$ cat config.mk
export PLATFORM = sky130hd
export DESIGN_NAME = host_uart_boot_select
export DESIGN_NICKNAME = d
export VERILOG_FILES = /design/src/verilog/host_uart_pkg.sv /design/src/verilog/stream_fifo.sv /design/src/verilog/host_uart_boot_select.sv
export SDC_FILE = /design/constraint.sdc
export NUM_CORES = 1
export LEC_CHECK = 0
export BUFFER_PORTS_ARGS = -buffer_cell sky130_fd_sc_hd__buf_2
export CORE_ASPECT_RATIO = 1.5
export CORE_MARGIN = 2
export CORE_UTILIZATION = 62
export CTS_CLUSTER_SIZE = 30
export DETAILED_ROUTE_END_ITERATION = 10
export PLACE_DENSITY = 0.8
export SETUP_SLACK_MARGIN = 0.5
export SLEW_MARGIN = 20
export SYNTH_ARGS = -nofsm -noshare
export SYNTH_HDL_FRONTEND = slang
export SYNTH_SLANG_ARGS = --single-unit
$ cat constraint.sdc
create_clock -name clk -period 3.6 [get_ports clk]
set_clock_uncertainty 0.1 [all_clocks]
set_input_delay 0.54 -clock clk [delete_from_list [all_inputs] [get_ports clk]]
set_output_delay 0.54 -clock clk [all_outputs]
set_load 0.02 [all_outputs]
$ cat src/verilog/host_uart_pkg.sv
/*
  Constants, types and timing figures shared by the host serial block and its FIFO.
  Assumes a single 40 MHz system clock and synchronous active-high reset.
*/
// Behaviour
// All host traffic in both directions travels as SLIP frames on the host serial port.
// The host serial port runs at 115,200 or 230,400 bit/s with no hardware flow control.
// Loader mode is entered when boot_request_n stays low throughout a low reset pulse.
// The host keeps boot_request_n low after reset release until the loader answers.
// A later reset pulse with boot_request_n high leaves loader mode for normal operation.
// In loader mode, firmware images from the host arrive over the host serial port.
// The host serial port carries data traffic, control commands and firmware updates.
// A second, separate serial port carries only debug traffic.
// While system_reset_n is low all operation halts and the block reinitialises.
// The driving party holds system_reset_n low for at least eight system clocks.
// After system_reset_n returns high, operation resumes within eight clocks.
// Characters use one start bit, eight data bits LSB first, no parity, one stop bit.
// The boot_request_n level is latched at the reset pin rising edge until next reset.
package host_uart_pkg;

  // ----------------------------------------------------------------
  // Clock and bit rates
  // ----------------------------------------------------------------
  localparam int unsigned CLK_HZ = 40_000_000;
  localparam int unsigned BAUD_SLOW_BPS = 115_200;
  localparam int unsigned BAUD_FAST_BPS = 230_400;
  localparam logic [15:0] DIV_SLOW = 16'((CLK_HZ + BAUD_SLOW_BPS / 2) / BAUD_SLOW_BPS);
  localparam logic [15:0] DIV_FAST = 16'((CLK_HZ + BAUD_FAST_BPS / 2) / BAUD_FAST_BPS);

  // ----------------------------------------------------------------
  // Character framing
  // ----------------------------------------------------------------
  localparam int BYTE_W = 8;
  localparam logic [3:0] TX_BITS_AFTER_START = 4'h9;
  localparam logic [3:0] RX_STOP_IDX = 4'h9;

  // ----------------------------------------------------------------
  // SLIP special characters
  // ----------------------------------------------------------------
  localparam logic [7:0] SLIP_END = 8'hc0;
  localparam logic [7:0] SLIP_ESC = 8'hdb;
  localparam logic [7:0] SLIP_ESC_END = 8'hdc;
  localparam logic [7:0] SLIP_ESC_ESC = 8'hdd;

  // ----------------------------------------------------------------
  // Reset timing (cycles)
  // ----------------------------------------------------------------
  localparam int RESET_MIN_CYCLES = 8;
  localparam int RUN_LIMIT_CYCLES = 8;
  localparam logic [2:0] RUN_DELAY = 3'h4;

  // ----------------------------------------------------------------
  // Ports and buffering
  // ----------------------------------------------------------------
  localparam int NUM_PORTS = 2;
  localparam int HOST_PORT = 0;
  localparam int DEBUG_PORT = 1;
  localparam int FIFO_DEPTH = 8;
  localparam int RX_WORD_W = BYTE_W + 2;

  // ----------------------------------------------------------------
  // SLIP encoder states
  // ----------------------------------------------------------------
  typedef enum logic [1:0]
  {
    ENC_IDLE = 2'b00,
    ENC_DATA = 2'b01,
    ENC_ESC2 = 2'b11,
    ENC_END = 2'b10
  } enc_state_t;

endpackage

$ cat src/verilog/stream_fifo.sv
/*
  Synchronous FIFO with valid/ready on both sides.
  Assumes DEPTH is a power of two and one clock with synchronous reset.
*/
module stream_fifo #(
  parameter int WIDTH = 10,
  parameter int DEPTH = 8
) (
  // Clock and reset
  input wire logic clk,
  input wire logic rst,
  // Fill side
  input wire logic inValid,
  output logic inReady,
  input wire logic [WIDTH-1:0] inData,
  // Drain side
  output logic outValid,
  input wire logic outReady,
  output logic [WIDTH-1:0] outData
);
  localparam int PW = $clog2(DEPTH);
  localparam int CW = $clog2(DEPTH + 1);
  localparam logic [CW-1:0] FULL = CW'(DEPTH);

  logic [WIDTH-1:0] mem [DEPTH];
  logic [PW-1:0] wrPtr;
  logic [PW-1:0] rdPtr;
  logic [CW-1:0] count;
  logic doPush;
  logic doPop;

  // Handshake terms
  assign inReady = (count != FULL);
  assign outValid = (count != '0);
  assign outData = mem[rdPtr];
  assign doPush = inValid && inReady;
  assign doPop = outValid && outReady;

  // Storage
  always_ff @(posedge clk)
  begin
    if (doPush)
    begin
      mem[wrPtr] <= inData;
    end
  end

  // Pointers and fill level
  always_ff @(posedge clk)
  begin
    if (rst)
    begin
      wrPtr <= '0;
      rdPtr <= '0;
      count <= '0;
    end
    else
    begin
      if (doPush)
      begin
        wrPtr <= wrPtr + PW'(1);
      end
      if (doPop)
      begin
        rdPtr <= rdPtr + PW'(1);
      end
      if (doPush && !doPop)
      begin
        count <= count + CW'(1);
      end
      else if (doPop && !doPush)
      begin
        count <= count - CW'(1);
      end
    end
  end

endmodule

$ cat src/verilog/host_uart_boot_select.sv
/*
  Host serial port with SLIP framing, debug serial port and boot-mode selection.
  Assumes all pin inputs are synchronous to clk and that the host obeys reset timing.
*/
module host_uart_boot_select (
  // Clock and reset
  input wire logic clk,
  input wire logic sys_rst,
  // Reset and boot pins
  input wire logic system_reset_n,
  input wire logic boot_request_n,
  input wire logic rateFast,
  // Host serial port lines
  input wire logic hostRxd,
  output logic hostTxd,
  // Debug serial port lines
  input wire logic debugRxd,
  output logic debugTxd,
  // Status
  output logic running,
  output logic bootMode,
  output logic rxError,
  // Frames to send to host
  input wire logic [host_uart_pkg::BYTE_W-1:0] txData,
  input wire logic txLast,
  input wire logic txValid,
  output logic txReady,
  // Frames received from host
  output logic [host_uart_pkg::BYTE_W-1:0] rxData,
  output logic rxLast,
  output logic rxLoader,
  output logic rxValid,
  input wire logic rxReady,
  // Debug byte stream
  input wire logic [host_uart_pkg::BYTE_W-1:0] dbgTxData,
  input wire logic dbgTxValid,
  output logic dbgTxReady,
  output logic [host_uart_pkg::BYTE_W-1:0] dbgRxData,
  output logic dbgRxValid
);
  import host_uart_pkg::*;

  // ----------------------------------------------------------------
  // Declarations
  // ----------------------------------------------------------------
  logic pinPrev;
  logic bootHeld;
  logic [2:0] runCnt;
  logic holdRst;
  logic [15:0] bitDiv;
  logic [7:0] txByteV [NUM_PORTS];
  logic txGoV [NUM_PORTS];
  logic txBusy [NUM_PORTS];
  logic txLine [NUM_PORTS];
  logic [15:0] txCnt [NUM_PORTS];
  logic rxLine [NUM_PORTS];
  logic [7:0] rxByteV [NUM_PORTS];
  logic rxStb [NUM_PORTS];
  enc_state_t encState;
  logic [7:0] holdByte;
  logic holdLast;
  logic [7:0] escSub;
  logic escaping;
  logic pendValid;
  logic [7:0] pendByte;
  logic pushValid;
  logic [RX_WORD_W-1:0] pushData;
  logic pushReady;
  logic [RX_WORD_W-1:0] popData;
  logic decData;
  logic decErr;
  logic [7:0] decByte;
  logic encFree;

  // ----------------------------------------------------------------
  // Reset pin, run control and boot selection
  // ----------------------------------------------------------------
  // Core halts while the pin is low and restarts a fixed delay after release
  always_ff @(posedge clk)
  begin
    if (sys_rst || !system_reset_n)
    begin
      runCnt <= 3'h0;
      running <= 1'b0;
    end
    else if (!running)
    begin
      runCnt <= runCnt + 3'h1;
      running <= (runCnt == RUN_DELAY - 3'h1);
    end
  end

  // Engines clear on the first low cycle of the pin, not one cycle later
  assign holdRst = sys_rst || !system_reset_n || !running;

  // Boot request must stay low for the whole low pulse, then is latched at the rise
  always_ff @(posedge clk)
  begin
    if (sys_rst)
    begin
      pinPrev <= 1'b1;
      bootHeld <= 1'b0;
      bootMode <= 1'b0;
    end
    else
    begin
      pinPrev <= system_reset_n;
      if (!system_reset_n)
      begin
        bootHeld <= !boot_request_n && (bootHeld || pinPrev);
      end
      if (system_reset_n && !pinPrev)
      begin
        bootMode <= bootHeld && !boot_request_n;
      end
    end
  end

  // Bit period chosen from the two supported rates
  assign bitDiv = rateFast ? DIV_FAST : DIV_SLOW;

  // ----------------------------------------------------------------
  // Serial engines, one per port
  // ----------------------------------------------------------------
  assign rxLine[HOST_PORT] = hostRxd;
  assign rxLine[DEBUG_PORT] = debugRxd;
  assign hostTxd = txLine[HOST_PORT];
  assign debugTxd = txLine[DEBUG_PORT];

  for (genvar p = 0; p < NUM_PORTS; p++)
  begin : g_port
    logic [8:0] txShift;
    logic [3:0] txLeft;
    logic rxActive;
    logic [3:0] rxIdx;
    logic [15:0] rxCnt;
    logic [7:0] rxShift;

    // Transmitter: start bit, eight data bits LSB first, stop bit
    always_ff @(posedge clk)
    begin
      if (holdRst)
      begin
        txShift <= 9'h1ff;
        txLeft <= 4'h0;
        txCnt[p] <= 16'h0;
        txBusy[p] <= 1'b0;
        txLine[p] <= 1'b1;
      end
      else if (!txBusy[p] && txGoV[p])
      begin
        txShift <= {1'b1, txByteV[p]};
        txLeft <= TX_BITS_AFTER_START;
        txCnt[p] <= bitDiv - 16'h1;
        txBusy[p] <= 1'b1;
        txLine[p] <= 1'b0;
      end
      else if (txBusy[p])
      begin
        if (txCnt[p] != 16'h0)
        begin
          txCnt[p] <= txCnt[p] - 16'h1;
        end
        else if (txLeft == 4'h0)
        begin
          txBusy[p] <= 1'b0;
        end
        else
        begin
          txLine[p] <= txShift[0];
          txShift <= {1'b1, txShift[8:1]};
          txLeft <= txLeft - 4'h1;
          txCnt[p] <= bitDiv - 16'h1;
        end
      end
    end

    // Receiver: samples mid-bit, drops false starts and bad stop bits
    always_ff @(posedge clk)
    begin
      if (holdRst)
      begin
        rxActive <= 1'b0;
        rxIdx <= 4'h0;
        rxCnt <= 16'h0;
        rxShift <= 8'h00;
        rxByteV[p] <= 8'h00;
        rxStb[p] <= 1'b0;
      end
      else
      begin
        rxStb[p] <= 1'b0;
        if (!rxActive)
        begin
          if (!rxLine[p])
          begin
            rxActive <= 1'b1;
            rxIdx <= 4'h0;
            rxCnt <= {1'b0, bitDiv[15:1]} - 16'h1;
          end
        end
        else if (rxCnt != 16'h0)
        begin
          rxCnt <= rxCnt - 16'h1;
        end
        else
        begin
          rxCnt <= bitDiv - 16'h1;
          rxIdx <= rxIdx + 4'h1;
          if (rxIdx == 4'h0)
          begin
            rxActive <= !rxLine[p];
          end
          else if (rxIdx != RX_STOP_IDX)
          begin
            rxShift <= {rxLine[p], rxShift[7:1]};
          end
          else
          begin
            rxActive <= 1'b0;
            rxStb[p] <= rxLine[p];
            rxByteV[p] <= rxShift;
          end
        end
      end
    end
  end

  // ----------------------------------------------------------------
  // SLIP encoder toward the host
  // ----------------------------------------------------------------
  assign encFree = !txBusy[HOST_PORT] && !txGoV[HOST_PORT];

  // Special bytes are escaped and every frame is closed by an END byte
  always_ff @(posedge clk)
  begin
    if (holdRst)
    begin
      encState <= ENC_IDLE;
      txReady <= 1'b0;
      txGoV[HOST_PORT] <= 1'b0;
      txByteV[HOST_PORT] <= 8'h00;
      holdByte <= 8'h00;
      holdLast <= 1'b0;
      escSub <= 8'h00;
    end
    else
    begin
      txGoV[HOST_PORT] <= 1'b0;
      unique case (encState)
        ENC_IDLE:
        begin
          txReady <= 1'b1;
          if (txValid && txReady)
          begin
            txReady <= 1'b0;
            holdByte <= txData;
            holdLast <= txLast;
            encState <= ENC_DATA;
          end
        end
        ENC_DATA:
        begin
          if (encFree)
          begin
            txGoV[HOST_PORT] <= 1'b1;
            if (holdByte == SLIP_END || holdByte == SLIP_ESC)
            begin
              txByteV[HOST_PORT] <= SLIP_ESC;
              escSub <= (holdByte == SLIP_END) ? SLIP_ESC_END : SLIP_ESC_ESC;
              encState <= ENC_ESC2;
            end
            else
            begin
              txByteV[HOST_PORT] <= holdByte;
              encState <= holdLast ? ENC_END : ENC_IDLE;
            end
          end
        end
        ENC_ESC2:
        begin
          if (encFree)
          begin
            txGoV[HOST_PORT] <= 1'b1;
            txByteV[HOST_PORT] <= escSub;
            encState <= holdLast ? ENC_END : ENC_IDLE;
          end
        end
        ENC_END:
        begin
          if (encFree)
          begin
            txGoV[HOST_PORT] <= 1'b1;
            txByteV[HOST_PORT] <= SLIP_END;
            encState <= ENC_IDLE;
          end
        end
      endcase
    end
  end

  // ----------------------------------------------------------------
  // SLIP decoder from the host
  // ----------------------------------------------------------------
  // Classify one received character
  always_comb
  begin
    decData = 1'b0;
    decErr = 1'b0;
    decByte = rxByteV[HOST_PORT];
    if (rxByteV[HOST_PORT] != SLIP_END)
    begin
      if (escaping)
      begin
        decData = (rxByteV[HOST_PORT] == SLIP_ESC_END) || (rxByteV[HOST_PORT] == SLIP_ESC_ESC);
        decErr = !decData;
        decByte = (rxByteV[HOST_PORT] == SLIP_ESC_END) ? SLIP_END : SLIP_ESC;
      end
      else
      begin
        decData = (rxByteV[HOST_PORT] != SLIP_ESC);
      end
    end
  end

  // One byte is held back so the frame's last byte can be marked; each word is tagged
  // with the mode so loader images and normal traffic share one path
  always_ff @(posedge clk)
  begin
    if (holdRst)
    begin
      escaping <= 1'b0;
      pendValid <= 1'b0;
      pendByte <= 8'h00;
      pushValid <= 1'b0;
      pushData <= '0;
      rxError <= 1'b0;
    end
    else
    begin
      pushValid <= 1'b0;
      rxError <= pushValid && !pushReady; // Overrun: no flow control to stall the host
      if (rxStb[HOST_PORT])
      begin
        escaping <= !escaping && (rxByteV[HOST_PORT] == SLIP_ESC);
        if (decErr)
        begin
          rxError <= 1'b1;
        end
        if (rxByteV[HOST_PORT] == SLIP_END || decData)
        begin
          pushValid <= pendValid;
          pushData <= {bootMode, !decData, pendByte};
          pendValid <= decData;
          pendByte <= decByte;
        end
      end
    end
  end

  stream_fifo #(
    .WIDTH(RX_WORD_W),
    .DEPTH(FIFO_DEPTH)
  ) u_rx_fifo (
    .clk(clk),
    .rst(holdRst),
    .inValid(pushValid),
    .inReady(pushReady),
    .inData(pushData),
    .outValid(rxValid),
    .outReady(rxReady),
    .outData(popData)
  );

  assign rxLoader = popData[BYTE_W+1];
  assign rxLast = popData[BYTE_W];
  assign rxData = popData[BYTE_W-1:0];

  // ----------------------------------------------------------------
  // Debug port: plain bytes, never mixed with host traffic
  // ----------------------------------------------------------------
  always_ff @(posedge clk)
  begin
    if (holdRst)
    begin
      dbgTxReady <= 1'b0;
      txGoV[DEBUG_PORT] <= 1'b0;
      txByteV[DEBUG_PORT] <= 8'h00;
      dbgRxValid <= 1'b0;
      dbgRxData <= 8'h00;
    end
    else
    begin
      txGoV[DEBUG_PORT] <= dbgTxValid && dbgTxReady;
      dbgRxValid <= rxStb[DEBUG_PORT];
      if (rxStb[DEBUG_PORT])
      begin
        dbgRxData <= rxByteV[DEBUG_PORT];
      end
      if (dbgTxValid && dbgTxReady)
      begin
        txByteV[DEBUG_PORT] <= dbgTxData;
        dbgTxReady <= 1'b0;
      end
      else if (!txBusy[DEBUG_PORT] && !txGoV[DEBUG_PORT])
      begin
        dbgTxReady <= 1'b1;
      end
    end
  end
endmodule

==> impl.org <==
** Power
- Switching share of power :: 19.9%
- Sequential cells burn 55.5% of the power.
- Internal Dissipation :: 5.13 mW
- Summed over all nets, the switching power comes to 1.27 mW.
- Clock power share :: 43.5%
- VDD sags by at most 0.509 mV.
- Gate power share :: 1.0%
- Summed over all cells, the static leakage comes to 5.33 nW.
- In this run the power density over the cells is 432 mW/mm^2.

** Detailed routing
- In the final routed layout, each cell accounts on average for 16.6 um.
- After detailed routing, the number of vias per cell comes to 5.94.
- For this block, the routed nets add up to 25.9 mm of wire.
- The first routing iteration left 582 violations.
- Once detail routing completed, the nets flagged for antenna violations numbered 0.
- The final route contains 9243 vias.
- Number of optimization iterations in the first detailed-route pass :: 5
- For this run, design rule violations remaining after detail routing come to 0.

** Critical path
- The setup check on the worst reg-to-reg path leaves a slack of 0.77 ns.
- Data on the critical path is required at its endpoint by 2.96 ns.
- Of all nets on the critical path, the largest fanout is 20.
- Critical path's slowest cell :: sky130_fd_sc_hd__mux4_2
- The critical path crosses 4 cells after its start point.
- In this design, the stage delay of the slowest critical-path cell is 0.60 ns.
- The startpoint identified for the worst register-to-register timing path is txCnt[1][0].
- Grouping stages by cell kind, the critical path spends the most delay in multiplexers.
- Number of cell instances on the worst register-to-register path :: 6
- The worst setup path is launched from a flip-flop.
- The worst setup path is captured at an output pin.
- Together, buffers and inverters on the worst path number 2.
- STA puts the critical path data arrival time at 2.27 ns.
- The worst setup path is of the reg -> out kind.
- In this run the critical register-to-register path is captured at txCnt[1][3].
- Traced cell by cell, the critical path runs through buf_4 > mux4_2 > mux2_2 > buf_2.
- The most critical setup path has its endpoint at rxLast.

** STA
- The max-slew violation count is 0.
- Based on the critical path, the design can be clocked at up to 0.344 GHz.
- Final setup violation count :: 0
- Setup repair after global routing left no endpoint under its margin.
- The total count of hold-check failures in the final report came to 0.
- Worst Max-Slew Pin Slew :: 1.03 ns
- Once routing completed, OpenROAD measured the worst setup slack at 0.695 ns.
- In this run the tightest slew margin relative to its limit is 30.7%.
- Sum of negative setup slack :: 0 ns
- Period utilisation layout :: 80.7%
- The smallest clock period supported by the final layout is computed as 2.91 ns.

** Placed design
- Estimated wirelength of the detail-placed design :: 17.3 mm
- Routability Congestion :: 0.911
- Prior to clock tree synthesis, the placed netlist has a worst setup slack of 0.821 ns.
- During placement, the flow inserted port buffers numbering 53.

** Yosys
- For this run, the leading register cell type out of synthesis is sky130_fd_sc_hd__dfxtp_1.
- After synthesis, flip-flops and latches occupy 55.7% of the total area.
- After synthesis, the cell types taking the most area are sky130_fd_sc_hd__edfxtp_1 (33%), sky130_fd_sc_hd__dfxtp_1 (23%), sky130_fd_sc_hd__mux4_2 (3.4%).
- The synthesized design contains 300 register bits.
- Synthesized netlist net count :: 1265
- Fraction of registers with async set or reset after synthesis :: 0%
- The biggest area contributor in the post-synthesis netlist is sky130_fd_sc_hd__edfxtp_1.
- Distinct cell type count after synthesis :: 84
- Area share of the largest cell type after synthesis :: 33.1%
- Number of enable flip-flop cells after synthesis :: 148
- Per-instance average area after synthesis :: 11.1 um^2
- Post-synthesis instance area :: 0.0134 mm^2
- Ys Warns :: 0
- Counting every instance in the synthesized netlist gives 1216.

** Final layout
- Across the whole layout, storage elements account for 0.00749 mm^2.
- The number of antenna diodes in the final layout is 0.
- Fillers :: 1576
- Final net count :: 1312
- Ratio of cells with drive above 1 in the final layout :: 14.6%
- The multi-input combinational cells in the finished layout cover a total of 0.00558 mm^2.
- Area growth from synthesis to layout :: 10.3%

** Clocking
- In this run the number of H-tree levels came out at 1.
- Post-CTS clock slew at the launch and capture registers of the worst setup and hold paths :: 0.06 ns
- The clock passes through at most 3 buffers.
- Clock latency on the worst-skew pair, taken at its later pin, is 0.54 ns.
- CTS Root Cell :: sky130_fd_sc_hd__clkbuf_16
- Clock tree from TritonCTS :: done
- Counting the buffers created by CTS gives 27.
- For this design, the CTS-stage hold fixing added 0 buffers.
- The clock drives 300 sinks.
- Number of gates resized after cts :: 0
- In this run the post-CTS setup repair buffer count came out at 0.

** Global route
- Largest net degree at the start of global routing :: 98
- Number of global-route vias before repair :: 9136
- The number of antenna violations at the first check in global routing came to 0.
- Wire length of the first global-routing pass :: 43.0 mm
- Aggregate global routing overflow :: 0
- Global routing used 22.3% of the available tracks.

** Hold path
- In this run the worst hold path is classified as in -> reg.

** Floorplan
- Area of the core :: 0.0215 mm^2
- Once the floorplan was initialized, standard cells occupied 62.6% of the core.
- The die is 184 um tall.
- 54 I/O pins were placed.
- Die footprint :: 0.0229 mm^2
- The floorplan has 66 rows.
- In this run the horizontal extent of the chip is 124 um.

** Run
- Total of max-cap violations :: 0

** Outcome
- Outcome :: complete, no violations
## per-stage QoR
stage / area, um^2 / total power [mW] / instances / hold slack [ns] / util, %
global placement: 14000 / 3.69 / 1506 / 0.347 / 65.0
detailed placement: 14000 / 3.70 / 1506 / 0.347 / 65.0
floorplan: 13400 / 3.67 / 1216 / 0.336 / -
CTS: 14800 / 6.46 / 1556 / 0.0932 / 69.0
finish: 14800 / 6.41 / 1556 / 0.113 / 69.0
global route: 14800 / 6.60 / 1556 / 0.112 / 69.0
## placed cells by master, fill, tap and decap left out, types with 15 or more instances in the layout
master,Yosys,layout
sky130_fd_sc_hd__a21oi_1,60,60
sky130_fd_sc_hd__a31oi_1,15,15
sky130_fd_sc_hd__and2_1,29,29
sky130_fd_sc_hd__buf_2,7,53
sky130_fd_sc_hd__buf_4,2,19
sky130_fd_sc_hd__clkbuf_16,0,27
sky130_fd_sc_hd__dfxtp_1,152,152
sky130_fd_sc_hd__edfxtp_1,148,148
sky130_fd_sc_hd__ha_1,21,21
sky130_fd_sc_hd__inv_1,29,29
sky130_fd_sc_hd__mux2i_1,38,38
sky130_fd_sc_hd__mux4_2,20,20
sky130_fd_sc_hd__nand2_1,95,95
sky130_fd_sc_hd__nand3_1,34,34
sky130_fd_sc_hd__nor2_1,120,120
sky130_fd_sc_hd__nor3_1,58,58
sky130_fd_sc_hd__nor4_1,23,22
sky130_fd_sc_hd__o21ai_0,71,71
sky130_fd_sc_hd__xnor2_1,23,23
sky130_fd_sc_hd__xor2_1,19,19
## synthesized netlist by cell type, types with 13 or more instances
| cell | n |
|---|---|
| sky130_fd_sc_hd__nand2b_1 | 13 |
| sky130_fd_sc_hd__nor2_1 | 120 |
| sky130_fd_sc_hd__inv_1 | 29 |
| sky130_fd_sc_hd__nor4_1 | 23 |
| sky130_fd_sc_hd__mux4_2 | 20 |
| sky130_fd_sc_hd__xor2_1 | 19 |
| sky130_fd_sc_hd__a31oi_1 | 15 |
| sky130_fd_sc_hd__xnor2_1 | 23 |
| sky130_fd_sc_hd__edfxtp_1 | 148 |
| sky130_fd_sc_hd__clkbuf_1 | 32 |
| sky130_fd_sc_hd__dfxtp_1 | 152 |
| sky130_fd_sc_hd__nand2_1 | 95 |
| sky130_fd_sc_hd__nand3_1 | 34 |
| sky130_fd_sc_hd__mux2i_1 | 38 |
| sky130_fd_sc_hd__nor2b_1 | 14 |
| sky130_fd_sc_hd__o21ai_0 | 71 |
| sky130_fd_sc_hd__a21oi_1 | 60 |
| sky130_fd_sc_hd__ha_1 | 21 |
| sky130_fd_sc_hd__and2_1 | 29 |
| sky130_fd_sc_hd__nor3_1 | 58 |
## per-layer routing
metal,GRT usage [%],wire [um]
met1,25.8,10400
met2,42.6,14000
met3,2.70,967
met4,7.19,482
met5,0,0
## how the worst min path moves through the flow
| stage | from | endpoint | slack (ns) | depth (start not counted) |
|---|---|---|---|---|
| global route | boot_request_n | bootHeld | 0.11 | 2 |
| CTS | boot_request_n | bootHeld | 0.09 | 2 |
| detailed placement | holdLast | holdLast | 0.35 | 2 |
| finish | boot_request_n | bootHeld | 0.11 | 2 |
| global placement | holdLast | holdLast | 0.35 | 2 |
| floorplan | pendByte[2] | pushData[2] | 0.34 | 2 |
## power by group through the flow
stage               logic, mW  registers (mW)  clock network, mW
floorplan              0.0399            3.63                  0
global placement       0.0625            3.63                  0
detailed placement     0.0638            3.63                  0
CTS                    0.0643            3.56               2.84
global route           0.0727            3.55               2.97
finish                 0.0645            3.56               2.79
## cells by family (layout without fill, tap and decap cells)
| kind of cell | after synthesis | in the layout | synth area share (%) |
|---|---|---|---|
| xor+xnor | 42 | 42 | 2.74 |
| buf+inv | 87 | 155 | 2.93 |
| flops | 300 | 300 | 55.7 |
| simple gates | 475 | 475 | 19.1 |
| compound gates | 220 | 220 | 10.3 |
| fa+ha+maj | 22 | 22 | 2.10 |
| other cells | 1 | 1 | 0.0279 |
| mux | 69 | 69 | 7.10 |
## registers in the layout, summed over array words and instances (netlist names), 10 cells and up, named ones only
register	cells
g_port.rxCnt	32
g_port.rxShift	16
g_port.txShift	16
pushData	10
rxByteV	16
txByteV	16
txCnt	32
u_rx_fifo.mem	80
## final cells by class
class	count	share of cell area, %
Inverter	31	0.785
Clock inverter	16	0.979
Tap cell	272	2.30
Multi-Input combinational cell	829	37.6
Clock buffer	34	4.80
Timing Repair Buffer	74	3.02
Sequential cell	300	50.5
No activity file was read; power rests on OpenSTA's default activity.
